<file path="src/pkg/cfsi_defines.vh">
`ifndef CFSI_DEFINES_VH
`define CFSI_DEFINES_VH

// Register byte offsets on the 16-bit register port
`define CFSI_OFF_CTRL   4'h0
`define CFSI_OFF_CODE   4'h2
`define CFSI_OFF_BSTAT  4'h4
`define CFSI_OFF_ESTAT  4'h6
`define CFSI_OFF_BMASK  4'h8
`define CFSI_OFF_EMASK  4'ha

// Field positions
`define CFSI_DCC_LSB    0
`define CFSI_DCC_W      5
`define CFSI_HIT_LSB    8
`define CFSI_HIT_W      5
`define CFSI_IC_LSB     0
`define CFSI_IC_W       7
`define CFSI_EV_ERR     0
`define CFSI_EV_WAKE    1
`define CFSI_EV_OVF     2
`define CFSI_EV_FIFO    3
`define CFSI_EV_W       4

// Reset values
`define CFSI_RST_DCC    5'h00
`define CFSI_RST_HIT    5'h00
`define CFSI_RST_MASK8  8'h00
`define CFSI_RST_MASK4  4'h0

// Data compare count limits and compared bit span
`define CFSI_DCC_NONE   5'h00
`define CFSI_DCC_MAX    5'h11
`define CFSI_CMP_BITS   18

// Interrupt code values
`define CFSI_IC_NONE    7'h40
`define CFSI_IC_ERR     7'h41
`define CFSI_IC_WAKE    7'h42
`define CFSI_IC_OVF     7'h43
`define CFSI_IC_FIFO    7'h44
`define CFSI_IC_TXPFX   4'h0
`define CFSI_IC_RXPFX   4'h1

`endif

</file>
<file path="src/core/cfsi_interrupt_code_enc.v">
`timescale 1ns/100ps
`default_nettype none
`include "cfsi_defines.vh"

module cfsi_interrupt_code_enc
(
    input  wire [7:0]              i_tx_pend,
    input  wire [7:0]              i_rx_pend,
    input  wire [`CFSI_EV_W-1:0]   i_ev_pend,
    output reg  [`CFSI_IC_W-1:0]   o_code
);

    integer i;

    // Error, wake, overflow, fifo events first, then lowest tx buffer, then lowest rx buffer
    always @*
    begin
        o_code = `CFSI_IC_NONE;
        for (i = 7; i >= 0; i = i - 1)
        begin
            if (i_rx_pend[i])
            begin
                o_code = {`CFSI_IC_RXPFX, i[2:0]};
            end
        end
        for (i = 7; i >= 0; i = i - 1)
        begin
            if (i_tx_pend[i])
            begin
                o_code = {`CFSI_IC_TXPFX, i[2:0]};
            end
        end
        if (i_ev_pend[`CFSI_EV_FIFO])
        begin
            o_code = `CFSI_IC_FIFO;
        end
        if (i_ev_pend[`CFSI_EV_OVF])
        begin
            o_code = `CFSI_IC_OVF;
        end
        if (i_ev_pend[`CFSI_EV_WAKE])
        begin
            o_code = `CFSI_IC_WAKE;
        end
        if (i_ev_pend[`CFSI_EV_ERR])
        begin
            o_code = `CFSI_IC_ERR;
        end
    end

endmodule

`default_nettype wire

</file>
<file path="src/core/cfsi_top.v">
`timescale 1ns/100ps
`default_nettype none
`include "cfsi_defines.vh"

module cfsi_top
(
    input  wire                     i_clk,
    input  wire                     i_reset,
    input  wire [3:0]               i_addr,
    input  wire [15:0]              i_wdata,
    input  wire                     i_wr,
    input  wire                     i_rd,
    output wire [15:0]              o_rdata,
    input  wire [`CFSI_DCC_W-1:0]   i_data_compare_count,
    input  wire                     i_accept_valid,
    input  wire [3:0]               i_accept_filter,
    input  wire [7:0]               i_tx_buf_event,
    input  wire [7:0]               i_rx_buf_event,
    input  wire                     i_error_event,
    input  wire                     i_wake_event,
    input  wire                     i_overflow_event,
    input  wire                     i_fifo_almost_event,
    output wire                     o_irq,
    output wire [`CFSI_IC_W-1:0]    o_interrupt_code,
    output wire [`CFSI_CMP_BITS-1:0] o_data_bit_enable,
    output wire                     o_compare_count_invalid
);

    // Register address match, used by the write strobes
    function cfsi_hit;
        input [3:0] addr;
        input [3:0] off;
        begin
            cfsi_hit = (addr == off);
        end
    endfunction

    // Whether compared bit idx is enabled for count cnt
    function cfsi_bit_on;
        input [`CFSI_DCC_W-1:0] cnt;
        input integer           idx;
        begin
            if (cnt > `CFSI_DCC_MAX)
            begin
                cfsi_bit_on = 1'b0;
            end
            else if (cnt == `CFSI_DCC_MAX)
            begin
                cfsi_bit_on = 1'b1;
            end
            else
            begin
                cfsi_bit_on = (idx < cnt);
            end
        end
    endfunction

    reg  [`CFSI_DCC_W-1:0]    dcc_ff;
    reg  [`CFSI_HIT_W-1:0]    hit_ff;
    reg  [`CFSI_IC_W-1:0]     interrupt_code_ff;
    reg  [7:0]                tx_pend_ff;
    reg  [7:0]                rx_pend_ff;
    reg  [`CFSI_EV_W-1:0]     ev_pend_ff;
    reg  [7:0]                tx_mask_ff;
    reg  [7:0]                rx_mask_ff;
    reg  [`CFSI_EV_W-1:0]     ev_mask_ff;
    reg                       irq_ff;
    reg  [15:0]               rdata_ff;
    reg  [`CFSI_CMP_BITS-1:0] bit_en_ff;
    reg                       cnt_bad_ff;

    wire [7:0]                nxt_tx_pend;
    wire [7:0]                nxt_rx_pend;
    wire [`CFSI_EV_W-1:0]     nxt_ev_pend;
    reg  [15:0]               nxt_rdata;
    wire [`CFSI_CMP_BITS-1:0] nxt_bit_en;
    wire [`CFSI_IC_W-1:0]     nxt_interrupt_code;
    wire [`CFSI_HIT_W-1:0]    nxt_hit;
    wire                      nxt_cnt_bad;
    wire [`CFSI_EV_W-1:0]     ev_in;
    wire [7:0]                tx_clr;
    wire [7:0]                rx_clr;
    wire [`CFSI_EV_W-1:0]     ev_clr;
    wire [7:0]                tx_act;
    wire [7:0]                rx_act;
    wire [`CFSI_EV_W-1:0]     ev_act;
    wire [15:0]               ctrl_word;
    wire [15:0]               code_word;
    wire [15:0]               bstat_word;
    wire [15:0]               estat_word;
    wire [15:0]               bmask_word;
    wire [15:0]               emask_word;
    wire                      wr_bstat;
    wire                      wr_estat;
    wire                      wr_bmask;
    wire                      wr_emask;
    wire                      any_pend;
    genvar                    g;

    // Event inputs gathered in status bit order
    assign ev_in[`CFSI_EV_ERR]  = i_error_event;
    assign ev_in[`CFSI_EV_WAKE] = i_wake_event;
    assign ev_in[`CFSI_EV_OVF]  = i_overflow_event;
    assign ev_in[`CFSI_EV_FIFO] = i_fifo_almost_event;

    // Write strobes for the status and mask words
    assign wr_bstat = i_wr & cfsi_hit(i_addr, `CFSI_OFF_BSTAT);
    assign wr_estat = i_wr & cfsi_hit(i_addr, `CFSI_OFF_ESTAT);
    assign wr_bmask = i_wr & cfsi_hit(i_addr, `CFSI_OFF_BMASK);
    assign wr_emask = i_wr & cfsi_hit(i_addr, `CFSI_OFF_EMASK);

    // Write-one-to-clear bits, only on a status write
    assign tx_clr = wr_bstat ? i_wdata[7:0] : 8'h00;
    assign rx_clr = wr_bstat ? i_wdata[15:8] : 8'h00;
    assign ev_clr = wr_estat ? i_wdata[`CFSI_EV_W-1:0] : {`CFSI_EV_W{1'b0}};

    // Buffer flags; a new event beats a same-cycle clear
    generate
        for (g = 0; g < 8; g = g + 1)
        begin : g_buf
            assign nxt_tx_pend[g] = i_tx_buf_event[g] | (tx_pend_ff[g] & ~tx_clr[g]);
            assign nxt_rx_pend[g] = i_rx_buf_event[g] | (rx_pend_ff[g] & ~rx_clr[g]);
        end
    endgenerate

    // Event flags, same set-over-clear rule
    generate
        for (g = 0; g < `CFSI_EV_W; g = g + 1)
        begin : g_ev
            assign nxt_ev_pend[g] = ev_in[g] | (ev_pend_ff[g] & ~ev_clr[g]);
        end
    endgenerate

    // Flags that are allowed to interrupt
    assign tx_act = nxt_tx_pend & tx_mask_ff;
    assign rx_act = nxt_rx_pend & rx_mask_ff;
    assign ev_act = nxt_ev_pend & ev_mask_ff;

    // Any enabled pending flag raises the interrupt
    assign any_pend = (|tx_act) | (|rx_act) | (|ev_act);

    // Code for the highest-priority enabled pending source
    cfsi_interrupt_code_enc u_enc
    (
        .i_tx_pend (tx_act),
        .i_rx_pend (rx_act),
        .i_ev_pend (ev_act),
        .o_code    (nxt_interrupt_code)
    );

    // Per-bit compare enables for the data bytes
    generate
        for (g = 0; g < `CFSI_CMP_BITS; g = g + 1)
        begin : g_cmp
            assign nxt_bit_en[g] = cfsi_bit_on(dcc_ff, g);
        end
    endgenerate

    // Capture compare count setting from the mode logic
    always @(posedge i_clk)
    begin
        if (i_reset)
        begin
            dcc_ff <= `CFSI_RST_DCC;
        end
        else
        begin
            dcc_ff <= i_data_compare_count;
        end
    end

    // Counts past the top code are flagged, never compared
    assign nxt_cnt_bad = (dcc_ff > `CFSI_DCC_MAX);

    // Compare span and invalid flag from the held count
    always @(posedge i_clk)
    begin
        if (i_reset)
        begin
            bit_en_ff  <= {`CFSI_CMP_BITS{1'b0}};
            cnt_bad_ff <= 1'b0;
        end
        else
        begin
            bit_en_ff  <= nxt_bit_en;
            cnt_bad_ff <= nxt_cnt_bad;
        end
    end

    // Filter number widened; reserved upper codes never appear
    assign nxt_hit = {1'b0, i_accept_filter};

    // Number of the filter that took the last accepted frame
    always @(posedge i_clk)
    begin
        if (i_reset)
        begin
            hit_ff <= `CFSI_RST_HIT;
        end
        else if (i_accept_valid)
        begin
            hit_ff <= nxt_hit;
        end
    end

    // Pending flags, set by events and cleared by software
    always @(posedge i_clk)
    begin
        if (i_reset)
        begin
            tx_pend_ff <= 8'h00;
            rx_pend_ff <= 8'h00;
            ev_pend_ff <= 4'h0;
        end
        else
        begin
            tx_pend_ff <= nxt_tx_pend;
            rx_pend_ff <= nxt_rx_pend;
            ev_pend_ff <= nxt_ev_pend;
        end
    end

    // Code and line follow the next flags, so they move together
    always @(posedge i_clk)
    begin
        if (i_reset)
        begin
            interrupt_code_ff <= `CFSI_IC_NONE;
            irq_ff   <= 1'b0;
        end
        else
        begin
            interrupt_code_ff <= nxt_interrupt_code;
            irq_ff   <= any_pend;
        end
    end

    // Software written buffer interrupt masks
    always @(posedge i_clk)
    begin
        if (i_reset)
        begin
            tx_mask_ff <= `CFSI_RST_MASK8;
            rx_mask_ff <= `CFSI_RST_MASK8;
        end
        else if (wr_bmask)
        begin
            tx_mask_ff <= i_wdata[7:0];
            rx_mask_ff <= i_wdata[15:8];
        end
    end

    // Software written event interrupt masks
    always @(posedge i_clk)
    begin
        if (i_reset)
        begin
            ev_mask_ff <= `CFSI_RST_MASK4;
        end
        else if (wr_emask)
        begin
            ev_mask_ff <= i_wdata[`CFSI_EV_W-1:0];
        end
    end

    // Register words as software sees them; spare bits tie to zero
    assign ctrl_word  = {11'h000, dcc_ff};
    assign code_word  = {3'h0, hit_ff, 1'b0, interrupt_code_ff};
    assign bstat_word = {rx_pend_ff, tx_pend_ff};
    assign estat_word = {12'h000, ev_pend_ff};
    assign bmask_word = {rx_mask_ff, tx_mask_ff};
    assign emask_word = {12'h000, ev_mask_ff};

    // Read mux; unused and unmapped bits give zero
    always @*
    begin
        nxt_rdata = 16'h0000;
        case (i_addr)
            `CFSI_OFF_CTRL:
            begin
                nxt_rdata = ctrl_word;
            end
            `CFSI_OFF_CODE:
            begin
                nxt_rdata = code_word;
            end
            `CFSI_OFF_BSTAT:
            begin
                nxt_rdata = bstat_word;
            end
            `CFSI_OFF_ESTAT:
            begin
                nxt_rdata = estat_word;
            end
            `CFSI_OFF_BMASK:
            begin
                nxt_rdata = bmask_word;
            end
            `CFSI_OFF_EMASK:
            begin
                nxt_rdata = emask_word;
            end
            default:
            begin
                nxt_rdata = 16'h0000;
            end
        endcase
    end

    // Read data valid only in the cycle after the strobe
    always @(posedge i_clk)
    begin
        if (i_reset)
        begin
            rdata_ff <= 16'h0000;
        end
        else if (i_rd)
        begin
            rdata_ff <= nxt_rdata;
        end
        else
        begin
            rdata_ff <= 16'h0000;
        end
    end

    // Outputs straight from flip-flops
    assign o_rdata                 = rdata_ff;
    assign o_irq                   = irq_ff;
    assign o_interrupt_code        = interrupt_code_ff;
    assign o_data_bit_enable       = bit_en_ff;
    assign o_compare_count_invalid = cnt_bad_ff;

endmodule

`default_nettype wire

</file>
<file path="config.mk">
export PLATFORM = sky130hd
export DESIGN_NAME = cfsi_top
export DESIGN_NICKNAME = d
export VERILOG_FILES = /design/src/core/cfsi_interrupt_code_enc.v /design/src/core/cfsi_top.v
export VERILOG_INCLUDE_DIRS = /design/src /design/src/pkg
export SDC_FILE = /design/constraint.sdc
export NUM_CORES = 1
export LEC_CHECK = 0
export BUFFER_PORTS_ARGS = -buffer_cell sky130_fd_sc_hd__buf_2
export CAP_MARGIN = 10
export CORE_MARGIN = 2
export CORE_UTILIZATION = 55
export CTS_BUF_LIST = sky130_fd_sc_hd__clkbuf_4
export CTS_CLUSTER_SIZE = 30
export DETAILED_ROUTE_END_ITERATION = 12
export GPL_TIMING_DRIVEN = 0
export PLACE_DENSITY_LB_ADDON = 0.15
export SLEW_MARGIN = 20
export SYNTH_ARGS = -nofsm -noshare
export SYNTH_HDL_FRONTEND = slang
export SYNTH_HIERARCHICAL = 1
export SYNTH_SLANG_ARGS = --single-unit
</file>
<file path="constraint.sdc">
create_clock -name i_clk -period 3.5 [get_ports i_clk]
set_input_delay 0.175 -clock i_clk [delete_from_list [all_inputs] [get_ports i_clk]]
set_output_delay 0.175 -clock i_clk [all_outputs]
set_load 0.1 [all_outputs]
</file>
Word-level counts from Yosys, hierarchy flattened
Index checks and enable logic that the tools add are counted.

Memory bits (writable): 0. Logic and storage cells: 166. Output and inout port bits: 43. Bits in read-only memories: 0. Input bits: 54. Register bits: 92. Memories kept: 0. Bits in latches: 0.

Multipliers: 0. Add/subtract/negate cells: 0. Bitwise operators: 70. Shift operators: 0. Div/mod/pow operators: 0. Muxes and demuxes: 42. Order comparisons: 19. Equal/unequal tests: 6. Reduce and logical (&&, ||, !) cells: 11.

Operators with widths (number): $mux W7 (16); $pmux W16 S6 (1); $lt A4 B5 Y1 const A (8); $and A1 B1 Y1 (24); $or A1 B1 Y1 (22); $not A1 Y1 (21); $lt A3 B5 Y1 const A (4); $reduce_or A20 Y1 (1); $mux W1 (19); $and A8 B8 Y8 (2); $mux W8 (2); $reduce_or A8 Y1 (2); $reduce_or A13 Y1 (1); $lt A1 B5 Y1 const A (2); $lt A2 B5 Y1 const A (2); $lt A5 B5 Y1 const A (2); $eq A4 B3 Y1 const B (2); $eq A4 B4 Y1 const B (2); $reduce_or A4 Y1 (2); $reduce_or A2 Y1 (3); $eq A5 B5 Y1 const B (1); $gt A5 B5 Y1 const B (1); $reduce_or A5 Y1 (1); $and A4 B4 Y4 (1); 5 further kinds (6).

Longest topological paths before layout
Depth after elaboration: 27. Depth in mapped cells: 12. Mapped depth without buffers: 10.

Modules after synthesis
Netlist, hierarchy kept.

By module, submodules not included: cfsi_top (cells an instance 438, instances 1, seq. area each 1841.8 um^2, area each 3753.6 um^2); cfsi_interrupt_code_enc (cells an instance 41, instances 1, seq. area each 0.0 um^2, area each 249.0 um^2).

Worst setup path after synthesis
OpenSTA, ideal clock, no wires.

Kind: input port to flip-flop. Start: input port i_addr[0]. End: register interrupt_code_ff[2] (netlist: o_interrupt_code[2]). Stages on the path: 12. Buffers on the path: 2. Required time: 3434 ps. Library setup time: 66 ps. Setup slack: 1164 ps. Arrival time: 2270 ps. Cell sequence: buf_2 -> nor4b_4 -> and2_0 -> buf_2 -> nand2_1 -> a21oi_1 -> nor2b_1 -> or4_1 -> o21ai_1 -> a21oi_1 -> nor4_2 -> nor2b_1.

Elaborated cells on any way between the ends: 88. Those cells by class: eq/ne (2); mux (20); bitwise (65); reduce/logical (1).

RTL lines: start: declaration (line cfsi_top.v:9) `input wire [3:0] i_addr,`; $eq A4 B3 Y1 (line cfsi_top.v:34) `cfsi_hit = (addr == off);`; $and A1 B1 Y1 (line cfsi_top.v:107) `` assign wr_bstat = i_wr & cfsi_hit(i_addr, `CFSI_OFF_BSTAT); ``; $mux W8 (line cfsi_top.v:114) `assign rx_clr = wr_bstat ? i_wdata[15:8] : 8'h00;`; $not A1 Y1 (line cfsi_top.v:122) `assign nxt_rx_pend[g] = i_rx_buf_event[g] | (rx_pend_ff[g] & ~rx_clr[g]);`; $and A1 B1 Y1 (line cfsi_top.v:122); $or A1 B1 Y1 (line cfsi_top.v:122); $and A8 B8 Y8 (line cfsi_top.v:136) `assign rx_act = nxt_rx_pend & rx_mask_ff;`; via rx_act[3] (line cfsi_top.v:85) `wire [7:0] rx_act;`; $mux W7 (4 in series) (line cfsi_interrupt_code_enc.v:21) `if (i_rx_pend[i])`; $mux W7 (8 in series) (line cfsi_interrupt_code_enc.v:28) `if (i_tx_pend[i])`; $mux W3 (line cfsi_interrupt_code_enc.v:33) `` if (i_ev_pend[`CFSI_EV_FIFO]) ``; end signal: assignment (line cfsi_top.v:228) `` interrupt_code_ff <= `CFSI_IC_NONE; ``; end signal: assignment (line cfsi_top.v:233) `interrupt_code_ff <= nxt_interrupt_code;`; end: declaration (line cfsi_top.v:60) `` reg [`CFSI_IC_W-1:0] interrupt_code_ff; ``.

The timed path passes the listed nets, and every way through them passes these cells. A chain may end at the register's enable or synchronous reset.

Worst setup path in the final report
Start: input port i_addr[3]. End: register interrupt_code_ff[2] (netlist: o_interrupt_code[2]).

Elaborated cells on any way between the ends: 88. Those cells by class: eq/ne (2); mux (20); bitwise (65); reduce/logical (1).

RTL lines (line): $eq A4 B3 Y1 (cfsi_top.v:34); $and A1 B1 Y1 (cfsi_top.v:107); $mux W8 (cfsi_top.v:114); $not A1 Y1 (cfsi_top.v:122); $and A1 B1 Y1 (cfsi_top.v:122); $or A1 B1 Y1 (cfsi_top.v:122); $and A8 B8 Y8 (cfsi_top.v:136); via rx_act[5] (cfsi_top.v:85); $mux W7 (6 in series) (cfsi_interrupt_code_enc.v:21); $mux W7 (8 in series) (cfsi_interrupt_code_enc.v:28); $mux W3 (cfsi_interrupt_code_enc.v:33).

The timed path passes the listed nets, and every way through them passes these cells.

==> flow_summary.yaml <==
global_route:
  grt_pass1_wl_mm: 18.9
  grt_max_degree: 17
  grt_overflow_total: 0
  met3_usage: 0.0693
  grt.busiest_layer: "met2"
  grt_antenna_before_repair: 0
  use_met2: 0.533
  grt_pass1_vias: 3972
  grtUsageMet1: 0.373
  grt.total_usage: 0.312
yosys:
  synth.most_common_cell: "dfxtp_1"
  ys_ff_latch: 92
  async_flop_share: 0
  ys_top_cells_by_area: "dfxtp_1 46%, a21oi_1 6.4%, nor2_1 5.8%"
  synth_top_area_share: 0.460
  avgSynthCellArea_um2: 8.36
  synth.cell_area_um2: 4000
  yosys.area.top_type: "dfxtp_1"
  synth_edf_count: 0
  synthCells: 479
  synthFlopType: "dfxtp_1"
  ys.warnings.count: 6
  yosysSeqAreaShare: 0.460
  yosys-top-cells-count: "92 x dfxtp_1, 62 x nor2_1, 56 x nand2_1"
  yosysUniqueCellTypes: 53
setup_path:
  critical_path.startpoint: "i_addr[3]"
  worstPathArrival_ns: 2.97
  path_max_fanout: 10
  worst_setup_path_start_kind: "primary input"
  crit_path_cell_trace: "buf_2, buf_6, nor4b_4, and2_0, buf_2, a21boi_0, o21ai_0, inv_1, nor4_1, o21ai_1, a21oi_1, nor4_2, nor2b_1"
  critPathBufInv: 4
  reg2reg_from: "rx_pend_ff[5]"
  crit_slowest_cell: "nor4_1"
  crit_type: "primary input to flip-flop"
  critPathMaxStageDelay_ns: 0.54
  cp_top_family: "simple AND/OR/NAND/NOR gates"
  cpMostUsedCell: "buf_2"
  cp.required_ns: 3.85
  crit_path_end_kind: "flip-flop"
power:
  p_leak_nw: 2.22
  switching_share: 0.296
  power.internal_w: 0.00158
  power.density_nw_per_um2: 432
  power_switching_w: 0.000664
  power_frac_clock: 0.330
  vdd_ir_drop_max_uv: 349
  seqPwrFrac: 0.497
  power.total_w: 0.00224
  power_frac_comb: 0.172
sta:
  tightestPinTransition_ns: 0.932
  slew_viol_final: 0
  period_share: 0.750
  min_period_ns: 2.63
  hold_viol: 0
  final.setup.tns_ns: 0
  slew_headroom: 0.377
  worst_slack_ns: 0.874
  rsz0062_at_grt: "false"
  setup_violations: 0
  finalClockSkew_ns: 0.0158
  fmax_mhz: 381
place:
  place.port_buffers: 94
  dpl_worst_slack_ns: 0.454
  dpl.hpwl_mm: 8.31
  placed_area_um2: 4610
  dp.cells: 673
  globalplace.congestion: 0.901
min_path:
  hold_start: "i_wdata[6]"
  hold_class: "primary input to flip-flop"
clock_network:
  cts-root-buf: "clkbuf_4"
  numCtsBuffers: 9
  cts_max_level: 3
  clk_latency_ns: 0.46
  cts_sinks: 92
  post_cts_resized: 0
  cts_tree: "built"
  cts_setup_buffers: 0
  clockBufferDepth: 2
  cts.clk_slew.worst_paths_ns: 0.15
floorplan:
  initial_core_util: 0.561
  die_h_um: 89.3
  rows: 31
  ios: 97
  die_x_um: 89.3
  dieArea_um2: 7980
  design.core.area_um2: 7140
drt:
  antenna_left: 0
  wire_per_inst_um: 16.5
  drt-total-wl_mm: 12.0
  drc: 0
  vias: 4125
  drtIter0Drc: 291
  routed_via_density: 5.67
  firstDrtPassIters: 7
finish:
  drive_gt1_frac: 0.207
  syn2layout_area_growth_pct: 29.5
  nets: 678
  antennaDiodeCount: 0
  stdcell_area_um2: 5180
  final_cells: 728
job:
  max_cap_violations: 0
outcome:
  outcome: "finished, final reports clean"
path summary, 6_finish.rpt:
| check | to | slack, ns | cells past startpoint |
|---|---|---|---|
| setup / recovery | o_interrupt_code[2] | 0.87 | 13 |
| hold / removal | tx_mask_ff[6] | 0.002 | 3 |
| setup reg to reg | o_interrupt_code[2] | 1.42 | 8 |
| hold reg to reg | tx_mask_ff[0] | 0.48 | 2 |
layout make-up:
class	instances	area, µm²
inverters	20	75.1
repair buffers	133	861
well taps	99	124
flip-flops and latches	92	1840
fillers	609	1950
plain buffers	31	148
clock buffers	9	67.6
clock inverters	7	120
multi-input cells	337	1950
layout by cell type (no fill, tap or decap), types with 3 or more instances in the layout:
master         Yosys  layout
a211oi_1           7       7
a22oi_1            6       6
and2_1             3       3
nor2b_1           23      23
nand2b_1           3       3
nor4_1             9       9
dlygate4sd3_1      0      39
a31oi_1            3       3
mux2i_1           15      15
or4_1              3       3
bufinv_16          0       3
a41oi_1           12      12
clkbuf_4           0       9
dfxtp_1           92      92
a21oi_1           51      51
o21ai_0           24      24
o221ai_1           4       4
a222oi_1           7       7
inv_1             20      20
or2_2              4       4
nor3_1             9       9
nand4bb_1          3       3
buf_2              6     100
nor2_1            62      62
nand2_1           56      56
clkbuf_1          19      19
layer usage:
layer	part of all wire	wire length, µm
met3	0.077	925
met2	0.48	5820
met4	0.034	410
met5	0	0
met1	0.40	4870
worst min-delay path, cell delays in order:
cell and delay, ns:
buf_2 0.12, nand2_1 0.07, a21oi_1 0.06
logic make-up after synthesis:
family                 Yosys count  synth area share
AOI/OAI and AO/OA              129             0.206
buffers and inverters           51            0.0556
DFF                             92             0.460
muxes                           16            0.0403
other                            1          0.000937
and+or+nand+nor                190             0.237
registers in the layout, indices dropped and copies added (netlist names):
register and flops:
hit_ff 4, ev_pend_ff 4, tx_mask_ff 8, o_rdata 16
o_interrupt_code 7, o_compare_count_invalid 1, ev_mask_ff 4, o_irq 1
o_data_bit_enable 18, tx_pend_ff 8, dcc_ff 5, rx_pend_ff 8
rx_mask_ff 8
power groups by stage:
stage / registers [W] / clock network [W] / logic [W]
final: 0.00112 / 0.000741 / 0.000387
after global routing: 0.00112 / 0.000787 / 0.000411
after CTS: 0.00111 / 0.000743 / 0.000381
after detailed placement: 0.00114 / 0 / 0.000346
after global placement: 0.00114 / 0 / 0.000342
after floorplan: 0.00126 / 0 / 0.000123
per-stage QoR:
step / hold slack [ns] / util
finish: 0.00220 / 0.727
global route: 0.0101 / 0.727
CTS: 0.000688 / 0.727
detailed placement: 0.398 / 0.646
global placement: 0.394 / 0.645
floorplan: 0.292 / -
repair_timing:
action | 4_1_cts | 5_1_grt
hold buffers | 39 | 0
endpoints found under the hold margin | 39 | 0
endpoints found under the setup margin | 0 | 0
No activity file was read; power rests on OpenSTA's default activity.
